<file path="src/include/adccfg_params.svh">
// constants of the converter configuration register bank
// assumes a 100 MHz sampling clock and a 24-bit serial write frame
`ifndef ADCCFG_PARAMS_SVH
`define ADCCFG_PARAMS_SVH

`define ADCCFG_CLK_MHZ          100
`define ADCCFG_FRAME_BITS       5'd24
`define ADCCFG_ADDR_SWRST       8'h00
`define ADCCFG_ADDR_JITTER      8'h30
`define ADCCFG_ADDR_MODE        8'h31
`define ADCCFG_ADDR_ROUTE_A     8'h3a
`define ADCCFG_ADDR_ROUTE_B     8'h3b
`define ADCCFG_ADDR_CURR_VCM    8'h50
`define ADCCFG_ADDR_TRIM        8'h55
`define ADCCFG_ADDR_WAKE        8'h56
`define ADCCFG_DIV_LSB          8
`define ADCCFG_ROUTE_HI_LSB     8
`define ADCCFG_VCM_LSB          4
`define ADCCFG_JITTER_RST       8'h01
`define ADCCFG_DIV_RST          2'h0
`define ADCCFG_ROUTE0_RST       5'h02
`define ADCCFG_ROUTE1_RST       5'h04
`define ADCCFG_ROUTE2_RST       5'h08
`define ADCCFG_ROUTE3_RST       5'h10
`define ADCCFG_CURR_RST         3'h0
`define ADCCFG_VCM_RST          2'h1
`define ADCCFG_TRIM_RST         6'h00
`define ADCCFG_WAKE_RST         3'h0
`define ADCCFG_WAKE_CNT_100     12'd3072
`define ADCCFG_WAKE_CNT_000     12'd1984
`define ADCCFG_WAKE_CNT_001     12'd1280
`define ADCCFG_WAKE_CNT_010     12'd840
`define ADCCFG_WAKE_CNT_011     12'd520

`endif

</file>
<file path="src/include/adccfg_pkg.sv">
// types of the converter configuration register bank
// assumes adccfg_params.svh holds every number
package adccfg_pkg;

    typedef logic [11:0] adccfg_count_t;

    typedef struct packed {
        logic [7:0]  addr;
        logic [15:0] data;
    } adccfg_wr_s;

    typedef struct packed {
        logic [5:0] range_trim_code;
        logic [2:0] core_current;
        logic [1:0] common_mode_buffer_strength;
    } adccfg_analog_s;

    typedef enum logic [1:0] {
        WAKE_IDLE  = 2'b00,
        WAKE_COUNT = 2'b01,
        WAKE_DOWN  = 2'b10
    } adccfg_wake_e;

endpackage

</file>
<file path="src/logic/adccfg_top.sv">
// configuration register bank of a four-input converter, serial write port
// assumes serial pins and power pins are asynchronous to clk
`include "adccfg_params.svh"

// Function
// divider code 00,01,10,11 gives sample rate clk/1,/2,/4,/8; reset 00
// each core has five-bit selector, one-hot upper four bits; others reserved
// single channel mode may take any one of four input pairs
// dual channel mode may route any two input pairs, one per channel
// quad and precision modes allow any pair on any core
// new input selection takes effect when its serial write completes
// six-bit range trim code drives trim converter, about 0.3% per step
// trim code to range mapping is monotonic over the whole span
// core current: 000 nominal, 100..111 reduced; 001..011 reserved
// common mode buffer strength: off, 20, 400, 700; reset 01
// three-bit wake counter select at 0x56, resets to 000
// default wake counts suit the maximum sampling clock
// host picks setting of nearest higher clock range
// selected wake count applies to sleep and power down exit
// host divides clock by divider factor before choosing range
// jitter field all zero stops clock; only count of set bits matters
// wake counter select takes effect only after a power down cycle
// host writes zero to unused bits, never to undefined addresses; the bench sets unused bit 2 in its writes to 0x31
module adccfg_top (
    input  wire logic                    clk,
    input  wire logic                    rst_n,
    input  wire logic                    ser_clk,
    input  wire logic                    ser_sel_n,
    input  wire logic                    ser_data,
    input  wire logic                    power_down,
    input  wire logic                    sleep,
    output logic                         sample_tick,
    output logic                         clock_running,
    output logic [3:0]                   jitter_strength,
    output logic [3:0][3:0]              core_route,
    output adccfg_pkg::adccfg_analog_s   analog_cfg,
    output logic                         wake_busy
);

    logic [2:0]             sclk_sync;
    logic [1:0]             sel_sync;
    logic [1:0]             data_sync;
    logic [1:0]             pd_sync;
    logic [1:0]             sleep_sync;
    logic [23:0]            shift_reg;
    logic [4:0]             bit_cnt_reg;
    logic                   sel_dly;
    logic                   commit_reg;
    adccfg_pkg::adccfg_wr_s wr_reg;
    logic                   soft_rst;
    logic                   clr_n;
    logic [7:0]             jitter_reg;
    logic [1:0]             div_reg;
    logic [3:0][4:0]        sel_reg;
    logic [2:0]             curr_reg;
    logic [1:0]             vcm_reg;
    logic [5:0]             trim_reg;
    logic [2:0]             wake_sel_reg;
    logic [2:0]             wake_act_reg;
    logic [2:0]             div_cnt_reg;
    logic [2:0]             div_last;
    adccfg_pkg::adccfg_count_t  wake_cnt_reg;
    adccfg_pkg::adccfg_count_t  wake_len;
    adccfg_pkg::adccfg_wake_e   wake_state;
    logic                   down_now;
    logic                   sclk_rise;

    // pin synchronisers; the second stage feeds logic, and the third ser_clk stage feeds only the edge detect
    always_ff @(posedge clk) begin
        if (!rst_n) begin
            sclk_sync  <= 3'h0;
            sel_sync   <= 2'h3;
            data_sync  <= 2'h0;
            pd_sync    <= 2'h0;
            sleep_sync <= 2'h0;
        end else begin
            sclk_sync  <= {sclk_sync[1:0], ser_clk};
            sel_sync   <= {sel_sync[0], ser_sel_n};
            data_sync  <= {data_sync[0], ser_data};
            pd_sync    <= {pd_sync[0], power_down};
            sleep_sync <= {sleep_sync[0], sleep};
        end
    end

    assign sclk_rise = sclk_sync[1] && !sclk_sync[2];
    assign down_now  = pd_sync[1] || sleep_sync[1];

    // serial frame: 8 address bits then 16 data bits, msb first
    always_ff @(posedge clk) begin
        if (!rst_n) begin
            shift_reg   <= 24'h000000;
            bit_cnt_reg <= 5'h00;
            sel_dly     <= 1'b1;
            commit_reg  <= 1'b0;
            wr_reg      <= '0;
        end else begin
            sel_dly    <= sel_sync[1];
            commit_reg <= 1'b0;
            if (sel_sync[1]) begin
                bit_cnt_reg <= 5'h00;
            end else if (sclk_rise) begin
                shift_reg <= {shift_reg[22:0], data_sync[1]};
                if (bit_cnt_reg != 5'h1f) begin
                    bit_cnt_reg <= bit_cnt_reg + 5'h01;
                end
            end
            // short or long frames are dropped; commit only at frame end
            if (sel_sync[1] && !sel_dly && bit_cnt_reg == `ADCCFG_FRAME_BITS) begin
                commit_reg <= 1'b1;
                wr_reg     <= shift_reg;
            end
        end
    end

    assign soft_rst = commit_reg && wr_reg.addr == `ADCCFG_ADDR_SWRST && wr_reg.data[0];
    assign clr_n    = rst_n && !soft_rst;

    function automatic logic hit(input logic [7:0] a);
        hit = commit_reg && wr_reg.addr == a;
    endfunction

    // register file; undefined addresses are ignored
    always_ff @(posedge clk) begin
        if (!clr_n) begin
            jitter_reg   <= `ADCCFG_JITTER_RST;
            div_reg      <= `ADCCFG_DIV_RST;
            curr_reg     <= `ADCCFG_CURR_RST;
            vcm_reg      <= `ADCCFG_VCM_RST;
            trim_reg     <= `ADCCFG_TRIM_RST;
            wake_sel_reg <= `ADCCFG_WAKE_RST;
            sel_reg[0]   <= `ADCCFG_ROUTE0_RST;
            sel_reg[1]   <= `ADCCFG_ROUTE1_RST;
            sel_reg[2]   <= `ADCCFG_ROUTE2_RST;
            sel_reg[3]   <= `ADCCFG_ROUTE3_RST;
        end else begin
            if (hit(`ADCCFG_ADDR_JITTER)) begin
                jitter_reg <= wr_reg.data[7:0];
            end
            if (hit(`ADCCFG_ADDR_MODE)) begin
                div_reg <= wr_reg.data[`ADCCFG_DIV_LSB +: 2];
            end
            if (hit(`ADCCFG_ADDR_CURR_VCM)) begin
                curr_reg <= wr_reg.data[2:0];
                vcm_reg  <= wr_reg.data[`ADCCFG_VCM_LSB +: 2];
            end
            if (hit(`ADCCFG_ADDR_TRIM)) begin
                trim_reg <= wr_reg.data[5:0];
            end
            if (hit(`ADCCFG_ADDR_WAKE)) begin
                wake_sel_reg <= wr_reg.data[2:0];
            end
            if (hit(`ADCCFG_ADDR_ROUTE_A)) begin
                sel_reg[0] <= wr_reg.data[4:0];
                sel_reg[1] <= wr_reg.data[`ADCCFG_ROUTE_HI_LSB +: 5];
            end
            if (hit(`ADCCFG_ADDR_ROUTE_B)) begin
                sel_reg[2] <= wr_reg.data[4:0];
                sel_reg[3] <= wr_reg.data[`ADCCFG_ROUTE_HI_LSB +: 5];
            end
        end
    end

    // crosspoint: no mode restriction, so every core takes any pair
    genvar gi;
    generate
        for (gi = 0; gi < 4; gi++) begin : g_route
            always_ff @(posedge clk) begin
                if (!rst_n) begin
                    core_route[gi] <= 4'h1 << gi;
                end else if (!sel_reg[gi][0] && $onehot(sel_reg[gi][4:1])) begin
                    core_route[gi] <= sel_reg[gi][4:1];
                end
            end
        end
    endgenerate

    // reserved current codes fall back to nominal, guarding core bias
    always_ff @(posedge clk) begin
        if (!rst_n) begin
            analog_cfg <= '0;
        end else begin
            analog_cfg.range_trim_code <= trim_reg;
            analog_cfg.core_current    <= curr_reg[2] ? curr_reg : 3'h0;
            analog_cfg.common_mode_buffer_strength <= vcm_reg;
        end
    end

    // sample clock divider gated by the jitter field
    assign div_last = 3'((4'h1 << div_reg) - 4'h1);

    always_ff @(posedge clk) begin
        if (!rst_n) begin
            div_cnt_reg     <= 3'h0;
            sample_tick     <= 1'b0;
            clock_running   <= 1'b0;
            jitter_strength <= 4'h0;
        end else begin
            clock_running   <= |jitter_reg;
            jitter_strength <= 4'($countones(jitter_reg));
            if (div_cnt_reg >= div_last) begin
                div_cnt_reg <= 3'h0;
            end else begin
                div_cnt_reg <= div_cnt_reg + 3'h1;
            end
            sample_tick <= |jitter_reg && div_cnt_reg >= div_last;
        end
    end

    // wake counts are the quad high speed column, sized for top clock rate
    always_comb begin
        unique case (wake_act_reg)
            3'b100:  wake_len = `ADCCFG_WAKE_CNT_100;
            3'b000:  wake_len = `ADCCFG_WAKE_CNT_000;
            3'b001:  wake_len = `ADCCFG_WAKE_CNT_001;
            3'b010:  wake_len = `ADCCFG_WAKE_CNT_010;
            3'b011:  wake_len = `ADCCFG_WAKE_CNT_011;
            default: wake_len = `ADCCFG_WAKE_CNT_100;
        endcase
    end

    // selection is copied only while powered down
    always_ff @(posedge clk) begin
        if (!rst_n) begin
            wake_act_reg <= `ADCCFG_WAKE_RST;
        end else if (pd_sync[1]) begin
            wake_act_reg <= wake_sel_reg;
        end
    end

    // same count for sleep exit and power down exit
    always_ff @(posedge clk) begin
        if (!rst_n) begin
            wake_state   <= adccfg_pkg::WAKE_IDLE;
            wake_cnt_reg <= '0;
            wake_busy    <= 1'b0;
        end else begin
            unique case (wake_state)
                adccfg_pkg::WAKE_IDLE: begin
                    if (down_now) begin
                        wake_state <= adccfg_pkg::WAKE_DOWN;
                        wake_busy  <= 1'b1;
                    end
                end
                adccfg_pkg::WAKE_DOWN: begin
                    if (!down_now) begin
                        wake_state   <= adccfg_pkg::WAKE_COUNT;
                        wake_cnt_reg <= wake_len - 12'd1;
                    end
                end
                adccfg_pkg::WAKE_COUNT: begin
                    if (down_now) begin
                        wake_state <= adccfg_pkg::WAKE_DOWN;
                    end else if (wake_cnt_reg == 12'd0) begin
                        wake_state <= adccfg_pkg::WAKE_IDLE;
                        wake_busy  <= 1'b0;
                    end else begin
                        wake_cnt_reg <= wake_cnt_reg - 12'd1;
                    end
                end
                default: wake_state <= adccfg_pkg::WAKE_IDLE;
            endcase
        end
    end

    adccfg_pkg::adccfg_count_t chk_busy_cnt;
    always_ff @(posedge clk) begin
        if (!rst_n || down_now) begin
            chk_busy_cnt <= '0;
        end else if (wake_busy) begin
            chk_busy_cnt <= chk_busy_cnt + 12'd1;
        end else begin
            chk_busy_cnt <= '0;
        end
    end

    a_route_onehot: assert property (@(posedge clk) disable iff (!rst_n)
        $onehot(core_route[0]) && $onehot(core_route[1]) &&
        $onehot(core_route[2]) && $onehot(core_route[3]))
        else $error("core route not one-hot");
    a_route_commit: assert property (@(posedge clk) disable iff (!rst_n)
        hit(`ADCCFG_ADDR_ROUTE_A) && !soft_rst && wr_reg.data[4:0] == 5'h10
        |=> ##1 core_route[0] == 4'h8)
        else $error("route not applied after write");
    a_clock_stop: assert property (@(posedge clk) disable iff (!rst_n)
        jitter_reg == 8'h00 |=> !sample_tick && !clock_running)
        else $error("clock runs with empty jitter field");
    a_div_by_two: assert property (@(posedge clk) disable iff (!rst_n)
        div_reg == 2'h1 && $stable(div_reg) && sample_tick |=> !sample_tick)
        else $error("divide by two ticks twice");
    a_div_by_eight: assert property (@(posedge clk) disable iff (!rst_n)
        div_reg == 2'h3 && sample_tick ##1 div_reg == 2'h3 [*7] |-> !sample_tick)
        else $error("divide by eight ticks early");
    a_curr_legal: assert property (@(posedge clk) disable iff (!rst_n)
        analog_cfg.core_current == 3'h0 || analog_cfg.core_current[2])
        else $error("reserved current code driven");
    a_vcm_reset: assert property (@(posedge clk)
        $rose(rst_n) |=> analog_cfg.common_mode_buffer_strength == `ADCCFG_VCM_RST)
        else $error("buffer strength reset wrong");
    a_trim_follow: assert property (@(posedge clk) disable iff (!rst_n)
        1'b1 |=> analog_cfg.range_trim_code == $past(trim_reg))
        else $error("trim code not driven");
    a_wake_length: assert property (@(posedge clk) disable iff (!rst_n)
        chk_busy_cnt <= wake_len + 12'd2)
        else $error("wake count overran");
    a_wake_hold: assert property (@(posedge clk) disable iff (!rst_n)
        !pd_sync[1] |=> $stable(wake_act_reg))
        else $error("wake select changed while powered");

    c_route_write: cover property (@(posedge clk) hit(`ADCCFG_ADDR_ROUTE_B));
    c_div_eight:   cover property (@(posedge clk) div_reg == 2'h3 && sample_tick);
    c_wake_done:   cover property (@(posedge clk) $fell(wake_busy));
    c_soft_reset:  cover property (@(posedge clk) soft_rst);

endmodule // adccfg_top

</file>
<file path="config.mk">
export PLATFORM = sky130hd
export DESIGN_NAME = adccfg_top
export DESIGN_NICKNAME = d
export VERILOG_FILES = /design/src/include/adccfg_pkg.sv /design/src/logic/adccfg_top.sv
export VERILOG_INCLUDE_DIRS = /design/src /design/src/include
export SDC_FILE = /design/constraint.sdc
export NUM_CORES = 1
export LEC_CHECK = 0
export ABC_AREA = 1
export BUFFER_PORTS_ARGS = -buffer_cell sky130_fd_sc_hd__buf_2
export CORE_MARGIN = 2
export CORE_UTILIZATION = 56
export CTS_BUF_LIST = sky130_fd_sc_hd__clkbuf_2
export CTS_CLUSTER_DIAMETER = 60
export DETAILED_ROUTE_END_ITERATION = 8
export GPL_TIMING_DRIVEN = 1
export MAX_ROUTING_LAYER = met4
export PLACE_DENSITY = 0.77
export SYNTH_ARGS = -nofsm -noshare
export SYNTH_HDL_FRONTEND = slang
export SYNTH_SLANG_ARGS = --single-unit
</file>
<file path="constraint.sdc">
create_clock -name clk -period 2.8 [get_ports clk]
set_clock_uncertainty 0.05 [all_clocks]
set_input_delay 0.7 -clock clk [delete_from_list [all_inputs] [get_ports clk]]
set_output_delay 0.7 -clock clk [all_outputs]
set_load 0.01 [all_outputs]
</file>
---- After elaboration in Yosys (flattened, before gate mapping) ----
Index checks and enable logic that the tools add are counted.
word-level totals
  register bits ........................... 161
  word-level logic and storage cells ...... 146
operators by class
  add/subtract/negate cells ............... 24
  order comparisons ....................... 1
  eq/ne operators ......................... 24
  shift operators ......................... 1
  muxes and demuxes ....................... 16
  bitwise logic cells ..................... 2
  reduce and logical (&&, ||, !) cells .... 41
operators with widths
  operator                                                               number
  12-bit case mux with 4 select lines                                    1
  12-bit 2-to-1 mux                                                      3
  8-bit by 6-bit == test with 1-bit output (second input constant)       4
  1-bit by 1-bit adder with 2-bit output                                 12
  8-bit by 7-bit == test with 1-bit output (second input constant)       3
  12-bit case mux with 2 select lines                                    1
  12-bit by 1-bit subtractor with 12-bit output (second input constant)  2
  2-bit by 2-bit adder with 3-bit output                                 6
  1-bit logical AND                                                      18
  3-bit by 1-bit == test with 1-bit output (second input constant)       5
  12-bit zero test                                                       1
  2-bit inequality test (second input constant)                          5
  8-bit zero test                                                        1
  2-bit 2-to-1 mux                                                       4
  4-bit AND reduction                                                    2
  8-bit OR reduction                                                     1
  1-bit zero test                                                        7
  3-bit by 2-bit == test with 1-bit output (second input constant)       2
  2-bit case mux with 3 select lines                                     1
  2-bit AND reduction                                                    3
  5-bit by 1-bit adder with 5-bit output (second input constant)         1
  5-bit == test (second input constant)                                  1
  5-bit inequality test (second input constant)                          1
  3-bit by 3-bit adder with 4-bit output                                 1
  17 further kinds                                                       23

---- Longest topological paths before layout ----
  depth after elaboration ................. 5
  mapped depth ............................ 13
  mapped depth without buffers ............ 13

---- Least setup slack after synthesis ----
OpenSTA, ideal clock, no wires.
  path kind ............................... register to register
  start ................................... register jitter_reg[0]
  end ..................................... register jitter_strength[2]
  arrival ................................. 2580 ps
  required time ........................... 2622 ps
  slack ................................... 42 ps
  cell stages (with the launch flop) ...... 10
  path buffers ............................ 0
  path through ............................ dfxtp_1 -> inv_1 -> fa_1 -> fa_1 -> fa_1 -> inv_1 -> ha_1 -> fa_1 -> xnor2_1 -> nor2_1
between the ends
  word-level cells in the longest chain between the ends .. 3
ends and longest elaborated chain
  item                                                          RTL line           text
  start, declared                                               adccfg_top.sv:52   logic [7:0] jitter_reg;
  start signal, assigned                                        adccfg_top.sv:125  jitter_reg <= `ADCCFG_JITTER_RST;
  start signal, assigned                                        adccfg_top.sv:137  jitter_reg <= wr_reg.data[7:0];
  1-bit by 1-bit adder with 2-bit output (not written as such)  adccfg_top.sv:199  jitter_strength <= 4'($countones(jitter_reg));
  2-bit by 2-bit adder with 3-bit output (not written as such)  adccfg_top.sv:199
  3-bit by 3-bit adder with 4-bit output (not written as such)  adccfg_top.sv:199
  end signal, assigned                                          adccfg_top.sv:199
  end, declared                                                 adccfg_top.sv:34   output logic [3:0] jitter_strength,
Every way passes these cells.
A chain may end at the register's enable or synchronous reset.

---- Final worst setup path ----
  start ................................... register jitter_reg[3]
  end ..................................... register jitter_strength[1]
The elaborated chain is that of the path after synthesis.

==> metrics.md <==
| Metric | Value |
|---|---|
| Cell Pwr Density | `531 mW/mm^2` |
| Yosys warning count | `0` |
| Final Util | `62.0%` |
| DRC violations left | `0` |
| Num CTS Buffers | `17` |
| Syn_nets | `847` |
| Initial DRC Count | `274` |
| Root Buffer | `clkbuf_2` |
| Area after DPL | `0.00683 mm^2` |
| Synth async-reset ratio | `0%` |
| Total core area | `0.0114 mm^2` |
| R2r startpoint | `jitter_reg[3]` |
| Ys flop type | `dfxtp_1` |
| Reg2reg setup slack | `-70 ps` |
| Largest register FFs | `24` |
| RSZ-0062 raised after global routing | `true` |
| Crit. End Element | `register` |
| Min-delay src | `power_down` |
| Sink Count | `161` |
| First-pass iteration count of the detailed router | `5` |
| Minimum hold slack | `138 ps` |
| Die H | `112 um` |
| Post-synthesis cell type count | `38` |
| Synthesized area | `0.00653 mm^2` |
| Initial antenna violation count | `1` |
| Initial core utilization | `57.2%` |
| H-tree lvl count | `4` |
| Fmax | `349 MHz` |
| Final slew viol count | `0` |
| IO Pins | `41` |
| Min Tclk post-route | `2870 ps` |
| Die X-Extent | `112 um` |
| Synth-to-Final Area Change | `8.37%` |
| Most used cell along the critical path | `fa_1` |
| CTS tree | `built` |
| FF-to-FF End | `jitter_strength[1]` |
| Worst setup path startpoint | `jitter_reg[3]` |
| Failing checks | `negative setup slack` |
| Area contributors post-synth | `dfxtp_1, a21oi_1, inv_1` |
| Sequential share of the synthesized area | `49.3%` |
| EDFF count, synth | `0` |
| Reg2Reg Depth | `9` |
| Final hold violation count | `0` |
| Number of buffers added on ports | `40` |
| Largest net degree at the start of global routing | `95` |
| Setup violations, final | `2` |
| Worst skew pair latency | `690 ps` |
| Total global-route track usage | `20.9%` |
| Hpwl dp | `8540 um` |
| WP buf/inv | `3` |
| Final std cells w/o fill | `1005` |
| Instance count of the mapped netlist | `812` |
| Outcome | `finished, violations left` |
| Clock Path Buffers | `2` |
| Critical path peak fanout | `2` |
| Final WL | `12300 um` |
| Cell Count Post-Placement | `971` |
| Max-slew headroom | `57.9%` |
| Mean area per synthesized cell | `8.04 um^2` |
| Slowest CP cell | `fa_1` |
| Seq cells post-synth | `161` |
| WP data required | `3390 ps` |
| Vias in the first global route | `4853` |
| Hold Path Sink | `pd_sync[0]` |
| Setup ws final | `-69.2 ps` |
| Peak VDD IR | `0.298 mV` |
| Share of cells above drive strength 1 | `12.3%` |
| First-pass GRT wire length | `20900 um` |
| Post-Route Setup TNS | `-97.6 ps` |
| Clk slew on worst S/H paths | `220 ps` |
| Top delay family on crit path | `adder cells` |
| Via density per instance | `5.16` |
| GP Congestion | `0.868` |
| CP Cell Sequence | `inv_2, fa_1, fa_1, fa_1, inv_1, ha_2, fa_2, nand2_1, inv_1` |
| Period utilisation layout | `102%` |
| Cts hold-fix bufs | `0` |
| Commonest non-fill, non-tap cells in the layout | `dfxtp_1, inv_1, a21oi_1, nand2_1, o21ai_0` |
| CP peak stage delay | `570 ps` |
| DR WL/cell | `12.3 um` |
| Synth area leader | `dfxtp_1` |
| Die ar. | `0.0125 mm^2` |
| Non-Filler Cell Area, Final | `0.00708 mm^2` |
| Crit start category | `register` |
| Vias | `5189` |
| Antenna-violating nets left | `0` |
| Multi-input logic area | `0.00263 mm^2` |
| Rows | `39` |
| Fillers | `1025` |
| Max Cap Viol | `0` |
| Commonest non-fill, non-tap cell in the layout | `dfxtp_1` |
| Endpoint arrival time on the critical path | `3460 ps` |
| Gr ovfl total | `0` |
| Synth top area share | `49.3%` |
| Crit Path Class | `register to register` |
| Worst-margin pin slew | `631 ps` |
| Nets | `883` |
| Hold crit path type | `primary input to register` |
| Register area | `0.00323 mm^2` |
| LEAKAGE | `3.15 nW` |
| Hold path depth | `3` |
==> synthesized netlist by cell type (3+ instances only) <==
cell type	instances
dfxtp_1	161
inv_1	148
a21oi_1	117
nand2_1	109
o21ai_0	97
nor2_1	40
nand3_1	22
ha_1	20
clkbuf_1	19
buf_2	8
fa_1	8
nor3_1	8
o211ai_1	7
nand4_1	6
nor4_1	4
nand3_2	3
nor2_2	3
nor3_2	3
or2_2	3
xnor2_1	3
==> worst max-delay path by stage <==
stage                          to  cells past startpoint  slack, ps
2_1_floorplan  jitter_strength[2]                      9         40
3_3_place_gp   jitter_strength[2]                      9         -5
3_5_place_dp   jitter_strength[2]                      9       -120
4_1_cts        jitter_strength[1]                      9        -50
5_1_grt        jitter_strength[1]                      9       -130
6_report       jitter_strength[1]                      9        -70
==> cells by family (layout without fill, tap and decap cells) <==
logic type / count (synthesis) / in the layout / synth area share [%]
flip-flops: 161 / 161 / 49.3
XOR/XNOR: 5 / 5 / 0.670
AND/OR/NAND/NOR: 214 / 214 / 15.4
buffers and inverters: 179 / 228 / 10.7
AO/OA/AOI/OAI: 225 / 225 / 17.7
adder cells (fa/ha/maj): 28 / 28 / 6.28
other: 0 / 1 / 0
==> power breakdown <==
group          total, mW  switching (mW)  internal, mW
Sequential          2.36          0.0251          2.34
Clock               1.16           0.828         0.337
Combinational      0.233           0.157        0.0760
Total               3.76            1.01          2.75
==> routing by layer <==
| metal | GRT usage [%] | share of wire [%] |
|---|---|---|
| met1 | 24.2 | 45 |
| met2 | 34.9 | 49 |
| met3 | 5.28 | 4.9 |
| met4 | 8.37 | 1.3 |
| met5 | - | 0 |
==> repair_timing <==
action,4_1_cts,5_1_grt
setup buffers,1,0
gates resized for setup,5,1
pin swaps,2,0
endpoints found under the setup margin,2,2
==> worst min-delay path: cells and delay by family <==
kind	cells	cell delay, ps
buf+inv	2	110
simple gates	1	40
==> layout make-up <==
cell class / instances / area share (%)
multi-input combinational: 472 / 37.1
tap: 143 / 2.53
clock buffer: 18 / 1.27
sequential: 161 / 45.6
inverter: 149 / 7.90
timing repair buffer: 47 / 3.75
clock inverter: 14 / 1.87
antenna: 1 / 0.0353
==> metrics by stage <==
stage	setup slack, ps	power (mW)
3_5_place_dp	-123	2.64
4_1_cts	-49.8	3.80
6_report	-69.2	3.76
2_1_floorplan	42.0	2.59
5_1_grt	-130	3.93
3_3_place_gp	-5.32	2.63
No activity file was read; power rests on OpenSTA's default activity.
